[src/design/abm_pkg.sv]
// Constants and types for the address bank mode control block
package abm_pkg;
    // Instruction codes
    localparam logic [7:0] CMD_BANK_RD   = 8'h16;
    localparam logic [7:0] CMD_BANK_WR   = 8'h17;
    localparam logic [7:0] CMD_WREN      = 8'h06;
    localparam logic [7:0] CMD_SOFT_RST  = 8'hf0;
    localparam logic [7:0] CMD_SR1_WR    = 8'h01;
    localparam logic [7:0] CMD_SR1_RD    = 8'h05;
    localparam logic [7:0] CMD_SFDP_RD   = 8'h5a;
    localparam logic [7:0] CMD_READ3     = 8'h03;
    localparam logic [7:0] CMD_READ4     = 8'h13;

    // Bank register layout
    localparam int         BANK_MODE_BIT = 7;
    localparam int         SEG_LO        = 24;
    localparam int         SEG_HI        = 30;
    localparam logic [7:0] BANK_RESET    = 8'h00;

    // Status register 1
    localparam logic [7:0] SR1_RESET     = 8'h00;
    localparam logic [7:0] SR1_WR_MASK   = 8'hfc;
    localparam int         SR1_WEL_BIT   = 1;

    // Byte counts of the address phases
    localparam logic [2:0] ADDR3_BYTES   = 3'h3;
    localparam logic [2:0] ADDR4_BYTES   = 3'h4;
    localparam logic [2:0] SFDP_PHASE    = 3'h4;

    // Discovery table contents
    localparam logic [7:0]  SFDP_DW16_ADDR = 8'h3c;
    localparam logic [31:0] SFDP_DW16      = 32'ha8fa28f0;
    localparam logic [7:0]  SMAP_HDR_ADDR  = 8'h40;
    localparam logic [7:0]  SMAP_DESC      = 8'hff;
    localparam logic [7:0]  SMAP_CFG_ID    = 8'h00;
    localparam logic [7:0]  SMAP_REGIONS   = 8'h00;
    localparam logic [7:0]  SMAP_RFU       = 8'hff;
    localparam logic [7:0]  SFDP_BLANK     = 8'hff;

    typedef enum logic [2:0] {
        ST_CMD, ST_ADDR, ST_DIN, ST_OUT, ST_IGN
    } abm_state_t;

    typedef struct packed {
        logic        valid;
        logic [31:0] addr;
    } abm_arr_req_t;
endpackage : abm_pkg

[src/design/abm_top.sv]
// SPI command interpreter for address bank mode, status write enable, SFDP
// What this block does, and what its host must do
// RULE1 - Instruction 16h returns the 8-bit bank register
// RULE2 - Instruction 17h with exactly one data byte loads the bank register
// RULE3 - Bank register is volatile, 8 bits, holds address bits 30..24
// RULE4 - Bit 7 low: three-byte addresses, bank bits pick 128 Mbit segment
// RULE5 - Bit 7 high: four-byte addresses, bank segment bits ignored
// RULE6 - Dedicated four-byte instructions work regardless of bank mode
// RULE7 - Hardware reset, software reset and power cycle leave four-byte mode
// RULE8 - Instruction F0h performs a software reset
// RULE9 - Host leaves continuous quad read mode before other reset sequences
// RULE10 - 06h enables status register 1 writes; writes without it refused
// RULE11 - Discovery dword 16 reads F0, 28, FA, A8 lowest byte first
// RULE12 - Sector map header reports region count 00h
// RULE13 - Sector map header reports configuration id 00h, uniform sectors
// RULE14 - Header byte sets descriptor and last bits; top byte reads FFh
// RULE15 - Leaving four-byte mode by a reset clears the whole bank register; a 17h write loads its byte as is
`timescale 1ns/1ps
module abm_top (
    input  wire logic                  sys_clk,    // 200 MHz block clock
    input  wire logic                  rst_b,      // Async reset, low
    input  wire logic                  spi_cs_b,   // Chip select pin, low
    input  wire logic                  spi_sclk,   // Serial clock pin
    input  wire logic                  spi_si,     // Serial data in pin
    output logic                       spi_so,     // Serial data out
    output logic                       spi_so_oe,  // Drive enable for so
    output abm_pkg::abm_arr_req_t      arr_req,    // Array address pulse
    output logic                       addr_4byte, // Four-byte mode level
    output logic [7:0]                 bank_sel    // Bank register value
);

    // Synchronisers; first stages feed only the second stages
    logic       cs_s1, cs_s2, cs_s3;
    logic       ck_s1, ck_s2, ck_s3;
    logic       si_s1, si_s2;

    always_ff @(posedge sys_clk or negedge rst_b) begin
        if (!rst_b) begin
            cs_s1 <= 1'b1;
            cs_s2 <= 1'b1;
            cs_s3 <= 1'b1;
            ck_s1 <= 1'b0;
            ck_s2 <= 1'b0;
            ck_s3 <= 1'b0;
            si_s1 <= 1'b0;
            si_s2 <= 1'b0;
        end else begin
            cs_s1 <= spi_cs_b;
            cs_s2 <= cs_s1;
            cs_s3 <= cs_s2;
            ck_s1 <= spi_sclk;
            ck_s2 <= ck_s1;
            ck_s3 <= ck_s2;
            si_s1 <= spi_si;
            si_s2 <= si_s1;
        end
    end

    // Data shares the clock's latency, so sampling stays aligned
    logic       cs_act, sclk_rise, sclk_fall, frame_end;
    assign cs_act    = ~cs_s2;
    assign sclk_rise = ck_s2 & ~ck_s3;
    assign sclk_fall = ~ck_s2 & ck_s3;
    assign frame_end = cs_s2 & ~cs_s3;

    function automatic logic [7:0] sfdp_byte(input logic [7:0] a);
        logic [31:0] hdr;
        hdr = {abm_pkg::SMAP_RFU, abm_pkg::SMAP_REGIONS,
               abm_pkg::SMAP_CFG_ID, abm_pkg::SMAP_DESC}; // RULE12 RULE13
        if (a[7:2] == abm_pkg::SFDP_DW16_ADDR[7:2])
            sfdp_byte = abm_pkg::SFDP_DW16[8*a[1:0] +: 8]; // RULE11
        else if (a[7:2] == abm_pkg::SMAP_HDR_ADDR[7:2])
            sfdp_byte = hdr[8*a[1:0] +: 8]; // RULE14
        else
            sfdp_byte = abm_pkg::SFDP_BLANK;
    endfunction : sfdp_byte

    abm_pkg::abm_state_t   state_reg, state_next;
    logic [2:0]            bitcnt_reg, bitcnt_next;
    logic [7:0]            shift_reg, shift_next;
    logic [7:0]            cmd_reg, cmd_next;
    logic [31:0]           addr_reg, addr_next;
    logic [2:0]            acnt_reg, acnt_next;
    logic [1:0]            dcnt_reg, dcnt_next;
    logic [7:0]            data_reg, data_next;
    logic [7:0]            bank_reg, bank_next;
    logic                  wel_reg, wel_next;
    logic [7:0]            sr1_reg, sr1_next;
    logic [7:0]            out_reg, out_next;
    logic                  so_reg, so_next;
    logic                  oe_reg, oe_next;
    abm_pkg::abm_arr_req_t req_reg, req_next;

    logic       byte_done;
    logic [7:0] rx_byte;
    logic [7:0] sr1_view;
    logic [2:0] abytes, total;
    logic       soft_hit;
    logic [31:0] addr_full;

    assign byte_done = cs_act & sclk_rise & (bitcnt_reg == 3'h7);
    assign rx_byte   = {shift_reg[6:0], si_s2};
    assign soft_hit  = byte_done & (state_reg == abm_pkg::ST_CMD)
                       & (rx_byte == abm_pkg::CMD_SOFT_RST);
    assign sr1_view  = sr1_reg | ({7'h00, wel_reg} << abm_pkg::SR1_WEL_BIT);
    // Dedicated four-byte read ignores the mode bit; discovery reads
    // always take three address bytes, else the dummy would shift in
    assign abytes = (cmd_reg == abm_pkg::CMD_READ4 ||
                     (bank_reg[abm_pkg::BANK_MODE_BIT] &&
                      cmd_reg != abm_pkg::CMD_SFDP_RD))
                    ? abm_pkg::ADDR4_BYTES : abm_pkg::ADDR3_BYTES; // RULE6
    assign total  = (cmd_reg == abm_pkg::CMD_SFDP_RD)
                    ? abm_pkg::SFDP_PHASE : abytes;
    assign addr_full = {addr_reg[23:0], rx_byte};

    always_comb begin
        state_next  = state_reg;
        bitcnt_next = bitcnt_reg;
        shift_next  = shift_reg;
        cmd_next    = cmd_reg;
        addr_next   = addr_reg;
        acnt_next   = acnt_reg;
        dcnt_next   = dcnt_reg;
        data_next   = data_reg;
        bank_next   = bank_reg;
        wel_next    = wel_reg;
        sr1_next    = sr1_reg;
        out_next    = out_reg;
        so_next     = so_reg;
        oe_next     = oe_reg;
        req_next    = req_reg;
        req_next.valid = 1'b0;
        if (frame_end) begin
            // Writes commit only with exactly one data byte in the frame
            if (cmd_reg == abm_pkg::CMD_BANK_WR && dcnt_reg == 2'h1 &&
                state_reg == abm_pkg::ST_DIN)
                bank_next = data_reg; // RULE2 RULE3
            if (cmd_reg == abm_pkg::CMD_SR1_WR && dcnt_reg == 2'h1 &&
                state_reg == abm_pkg::ST_DIN && wel_reg) begin // RULE10
                sr1_next = data_reg & abm_pkg::SR1_WR_MASK;
                wel_next = 1'b0;
            end
            state_next  = abm_pkg::ST_CMD;
            bitcnt_next = 3'h0;
            acnt_next   = 3'h0;
            dcnt_next   = 2'h0;
            oe_next     = 1'b0;
        end else if (cs_act) begin
            if (sclk_fall && state_reg == abm_pkg::ST_OUT) begin
                so_next  = out_reg[7];
                out_next = {out_reg[6:0], 1'b1};
                oe_next  = 1'b1;
            end
            if (sclk_rise) begin
                bitcnt_next = bitcnt_reg + 3'h1;
                shift_next  = rx_byte;
            end
            if (byte_done) begin
                unique case (state_reg)
                    abm_pkg::ST_CMD: begin
                        cmd_next = rx_byte;
                        case (rx_byte)
                            abm_pkg::CMD_BANK_RD: begin
                                out_next   = bank_reg; // RULE1
                                state_next = abm_pkg::ST_OUT;
                            end
                            abm_pkg::CMD_SR1_RD: begin
                                out_next   = sr1_view;
                                state_next = abm_pkg::ST_OUT;
                            end
                            abm_pkg::CMD_BANK_WR,
                            abm_pkg::CMD_SR1_WR:
                                state_next = abm_pkg::ST_DIN;
                            abm_pkg::CMD_WREN: begin
                                wel_next   = 1'b1; // RULE10
                                state_next = abm_pkg::ST_IGN;
                            end
                            abm_pkg::CMD_SOFT_RST: begin
                                // Also drops four-byte mode
                                bank_next  =
                                    abm_pkg::BANK_RESET; // RULE8 RULE7 RULE15
                                wel_next   = 1'b0;
                                state_next = abm_pkg::ST_IGN;
                            end
                            abm_pkg::CMD_SFDP_RD,
                            abm_pkg::CMD_READ3,
                            abm_pkg::CMD_READ4:
                                state_next = abm_pkg::ST_ADDR;
                            default:
                                state_next = abm_pkg::ST_IGN;
                        endcase
                    end
                    abm_pkg::ST_ADDR: begin
                        acnt_next = acnt_reg + 3'h1;
                        // The SFDP dummy byte is not shifted into the address
                        if (acnt_reg < abytes)
                            addr_next = addr_full;
                        if (acnt_reg == total - 3'h1) begin
                            if (cmd_reg == abm_pkg::CMD_SFDP_RD) begin
                                out_next   = sfdp_byte(addr_reg[7:0]);
                                state_next = abm_pkg::ST_OUT;
                            end else begin
                                req_next.valid = 1'b1;
                                if (abytes == abm_pkg::ADDR4_BYTES)
                                    req_next.addr = {1'b0,
                                        addr_full[30:0]}; // RULE5 RULE6
                                else
                                    req_next.addr = {1'b0, bank_reg[6:0],
                                        addr_full[23:0]}; // RULE4
                                state_next = abm_pkg::ST_IGN;
                            end
                        end
                    end
                    abm_pkg::ST_DIN: begin
                        data_next = rx_byte;
                        if (dcnt_reg != 2'h3)
                            dcnt_next = dcnt_reg + 2'h1;
                    end
                    abm_pkg::ST_OUT: begin
                        if (cmd_reg == abm_pkg::CMD_SFDP_RD) begin
                            addr_next = addr_reg + 32'h1;
                            out_next  = sfdp_byte(addr_reg[7:0] + 8'h1);
                        end else if (cmd_reg == abm_pkg::CMD_BANK_RD)
                            out_next = bank_reg; // RULE1
                        else
                            out_next = sr1_view;
                    end
                    abm_pkg::ST_IGN: begin
                    end
                endcase
            end
        end
    end

    // Reset clears the bank, so power-up is three-byte, segment zero
    always_ff @(posedge sys_clk or negedge rst_b) begin
        if (!rst_b) begin
            state_reg  <= abm_pkg::ST_CMD;
            bitcnt_reg <= 3'h0;
            shift_reg  <= 8'h00;
            cmd_reg    <= 8'h00;
            addr_reg   <= 32'h0;
            acnt_reg   <= 3'h0;
            dcnt_reg   <= 2'h0;
            data_reg   <= 8'h00;
            bank_reg   <= abm_pkg::BANK_RESET; // RULE7 RULE15
            wel_reg    <= 1'b0;
            sr1_reg    <= abm_pkg::SR1_RESET;
            out_reg    <= 8'hff;
            so_reg     <= 1'b0;
            oe_reg     <= 1'b0;
            req_reg    <= '0;
        end else begin
            state_reg  <= state_next;
            bitcnt_reg <= bitcnt_next;
            shift_reg  <= shift_next;
            cmd_reg    <= cmd_next;
            addr_reg   <= addr_next;
            acnt_reg   <= acnt_next;
            dcnt_reg   <= dcnt_next;
            data_reg   <= data_next;
            bank_reg   <= bank_next;
            wel_reg    <= wel_next;
            sr1_reg    <= sr1_next;
            out_reg    <= out_next;
            so_reg     <= so_next;
            oe_reg     <= oe_next;
            req_reg    <= req_next;
        end
    end

    assign spi_so     = so_reg;
    assign spi_so_oe  = oe_reg;
    assign arr_req    = req_reg;
    assign addr_4byte = bank_reg[abm_pkg::BANK_MODE_BIT];
    assign bank_sel   = bank_reg;
endmodule : abm_top

[config.mk]
export PLATFORM = sky130hd
export DESIGN_NAME = abm_top
export DESIGN_NICKNAME = d
export VERILOG_FILES = /design/src/design/abm_pkg.sv /design/src/design/abm_top.sv
export SDC_FILE = /design/constraint.sdc
export NUM_CORES = 1
export LEC_CHECK = 0
export BUFFER_PORTS_ARGS = -buffer_cell sky130_fd_sc_hd__buf_2
export CORE_MARGIN = 1
export CORE_UTILIZATION = 30
export DETAILED_ROUTE_END_ITERATION = 6
export HOLD_SLACK_MARGIN = 0.05
export RECOVER_POWER = 100
export SYNTH_ARGS = -nofsm -noshare
export SYNTH_HDL_FRONTEND = slang
export SYNTH_SLANG_ARGS = --single-unit
[constraint.sdc]
create_clock -name sys_clk -period 4.2 [get_ports sys_clk]
set_clock_uncertainty 0.15 [all_clocks]
set_input_delay 0.63 -clock sys_clk [delete_from_list [all_inputs] [get_ports sys_clk]]
set_output_delay 0.63 -clock sys_clk [all_outputs]
set_load 0.005 [all_outputs]
==> impl_metrics.toml <==
[pwr]
switching_power_mw = 0.752
seq_power_share_pct = 45.7
peakVddDrop_mv = 0.276
p_leak_nw = 3.31
clkPwrFrac_pct = 47.1
switching_share_pct = 25.2
power_mw = 2.99
p_comb_share_pct = 7.2
intPower_mw = 2.23
p_per_area_nw_per_um2 = 388

[cts]
cts_root_buffer = "clkbuf_16"
cts_tree = "built"
cts.sinks = 122
htreeDepth = 4
insertion_delay_ns = 0.41
cts_made_buffers = 17
ctsHoldBuffers = 0
clk_path_buf_depth = 2
cts_setup_buffers = 0
cts.clk_slew.worst_paths_ns = 0.05
cts_resized = 0

[floorplan]
die_width_um = 152
die_area_um2 = 23200
io_pins = 49
die_y_um = 152
rows = 54
coreArea_um2 = 22000
start_util_pct = 30.8

[yosys]
ys_warn_count = 0
synth-xor-area-share_pct = 0.885
synth_area_um2 = 6780
syn_nets = 701
synth_seq_area_share_pct = 45.2
ys_ff_latch = 122
muxShareOfSynthArea_pct = 14.2
avgSynthCellArea_um2 = 9.93
synthTopCellsByArea = "dfrtp_1 (41%), mux2_2 (10%), dfstp_2 (4.3%)"
synth_compound_area_share_pct = 16.6
synth_edf_count = 0
synth_top_family_by_area = "compound AO/OA/AOI/OAI gates"
synthAdderAreaFrac_pct = 2.40
synth_simple_gate_area_share_pct = 15.8
yosysTopAreaCellShare_pct = 40.9
synthArstFlopShare_pct = 100
ys.flop_type = "dfrtp_1"
postSynthCellCount = 683
synth_cell_types = 69
synth_top_cell_by_area = "dfrtp_1"

[routing]
ant_nets = 0
drt_pre_antenna_iters = 7
wl_met3_um = 1040
met1_length_um = 8840
vias_per_cell = 5.40
num_vias = 5394
drt-initial-drc-count = 470
dr_wl_met2_um = 7820
wl_um = 17800
wl_per_cell_um = 17.8
drc = 3
top_layer_used = "met4"

[placed_design]
place.gp.congestion = 0.863
io_buffers = 47
place_hpwl_um = 12400
place_ws_ns = 0.412

[worst_setup_path]
path_buf_inv = 1
crit_arrival_ns = 3.87
critPathKind = "reg -> reg"
rr_worst_depth = 9
slowest_delay_ns = 0.72
cp_max_fo = 10
cp_cell_sequence = "or2_1 > o31ai_1 > o21a_1 > inv_1 > ha_1 > or4_1 > o21ai_1 > and3_1 > a21oi_1"
slowest_stage = "o21ai_1"
crit_family = "compound AO/OA/AOI/OAI gates"
cp-start-kind = "register"
crit_cells = 9
crit_path_end_kind = "register"
critPathRequiredTime_ns = 4.30

[sta]
setup_tns_ns = 0
fmax_mhz = 265
slew_violations = 48
final.period_utilization_pct = 89.8
rsz0062_at_grt = "no"
finalWorstSetupSlack_ns = 0.429
worst_pin_slew_ns = 2.63
hold_viol_final = 0
setup_violations = 0
period_needed_ns = 3.77
timing.slew.headroom_pct = -75.6

[run_status]
outcome = "complete, but fails checks"
violations = "design-rule violations, max-capacitance violations, max-slew violations"

[layout]
syn2layout_area_growth_pct = 13.5
antenna_cells = 0
largest_register_ffs = 32
drive_gt1_share_pct = 18.9
finish.utilization_pct = 35.0
nets = 727

[grt]
grt.total_usage_pct = 16.0
grt_max_degree = 53
grt_pass1_wl_um = 29300
antenna_found_initial = 0
grt-ovfl-total = 0
first_global_vias = 5188

[hold_path]
hold_path.class = "in -> reg"
hold_depth = 1

[job]
cap_violations = 1
-- power groups by stage --
| stage | sequential [mW] | clock (mW) | combinational, mW |
|---|---|---|---|
| CTS | 1.36 | 1.44 | 0.219 |
| global route | 1.37 | 1.50 | 0.244 |
| finish | 1.36 | 1.41 | 0.215 |
| detailed placement | 1.38 | 0 | 0.218 |
| floorplan | 1.28 | 0 | 0.202 |
| global placement | 1.38 | 0 | 0.215 |
-- final cells by class --
type,count,area (µm²)
timing repair buffer,59,269
clock buffer,22,474
clock inverter,7,93.8
inverter,23,86.3
multi-input combinational,486,3360
tap,280,350
sequential,122,3070
fill,2254,14300
-- stage by stage --
stage               cell area (µm²)  hold WS (ns)  instances
floorplan                      6780         0.181        683
global placement               7220         0.186        970
detailed placement             7220         0.188        970
CTS                            7790         0.100        999
global route                   7700         0.149        999
finish                         7700         0.171        999
-- cells by family after synthesis --
kind of cell	count (synthesis)
multiplexers	88
adder cells (fa/ha/maj)	13
AND/OR/NAND/NOR	202
AO/OA/AOI/OAI	176
buffers and inverters	75
other	1
flip-flops	122
XOR/XNOR	6
-- worst register-to-register path, cell delays in order, from the launching register on --
cell and delay, ns:
dfrtp_1 0.39, or2_1 0.29, o31ai_1 0.25, o21a_1 0.52
inv_1 0.18, ha_1 0.23, or4_1 0.56, o21ai_1 0.72
and3_1 0.28, a21oi_1 0.04
-- metal layers --
layer  track usage [%]  vias to the layer above
met3              4.27                       10
met5                 0                        -
met4              3.69                        0
met2              24.0                      179
met1              22.8                     2653
li1                  -                     2552
-- synthesized netlist by cell type (all sizes together), types with 6 or more instances --
library cell,count
a211oi,7
a21oi,35
a22oi,6
a31oi,13
and2,6
and3,6
buf,13
clkbuf,39
dfrtp,111
dfstp,11
ha,13
inv,23
mux2,67
mux2i,21
nand2,55
nand2b,6
nand3,21
nand3b,6
nor2,37
nor3,18
nor4,12
o21ai,59
o31a,7
-- layout by cell type (no fill, tap or decap), types with 23 or more instances in the layout --
master    count
dfrtp_1     111
mux2_2       60
o21ai_0      58
nand2_1      55
nor2_1       37
a21oi_1      35
clkbuf_1     28
buf_2        25
inv_1        23
-- worst paths after layout --
kind / startpoint / end / slack, ns
setup / recovery: cmd_reg[5]$_DFFE_PN0P_ / addr_reg[1]$_DFFE_PN0P_ / 0.43
hold / removal: spi_cs_b / cs_s1$_DFF_PN1_ / 0.17
setup reg to reg: cmd_reg[5]$_DFFE_PN0P_ / addr_reg[1]$_DFFE_PN0P_ / 0.43
hold reg to reg: si_s1$_DFF_PN0_ / si_s2$_DFF_PN0_ / 0.20
max in group asynchronous: rst_b / bank_sel[6]$_DFFE_PN0P_ / 1.19
min in group asynchronous: rst_b / dcnt_reg[0]$_DFFE_PN0P_ / 0.90
No activity file was read; power rests on OpenSTA's default activity.
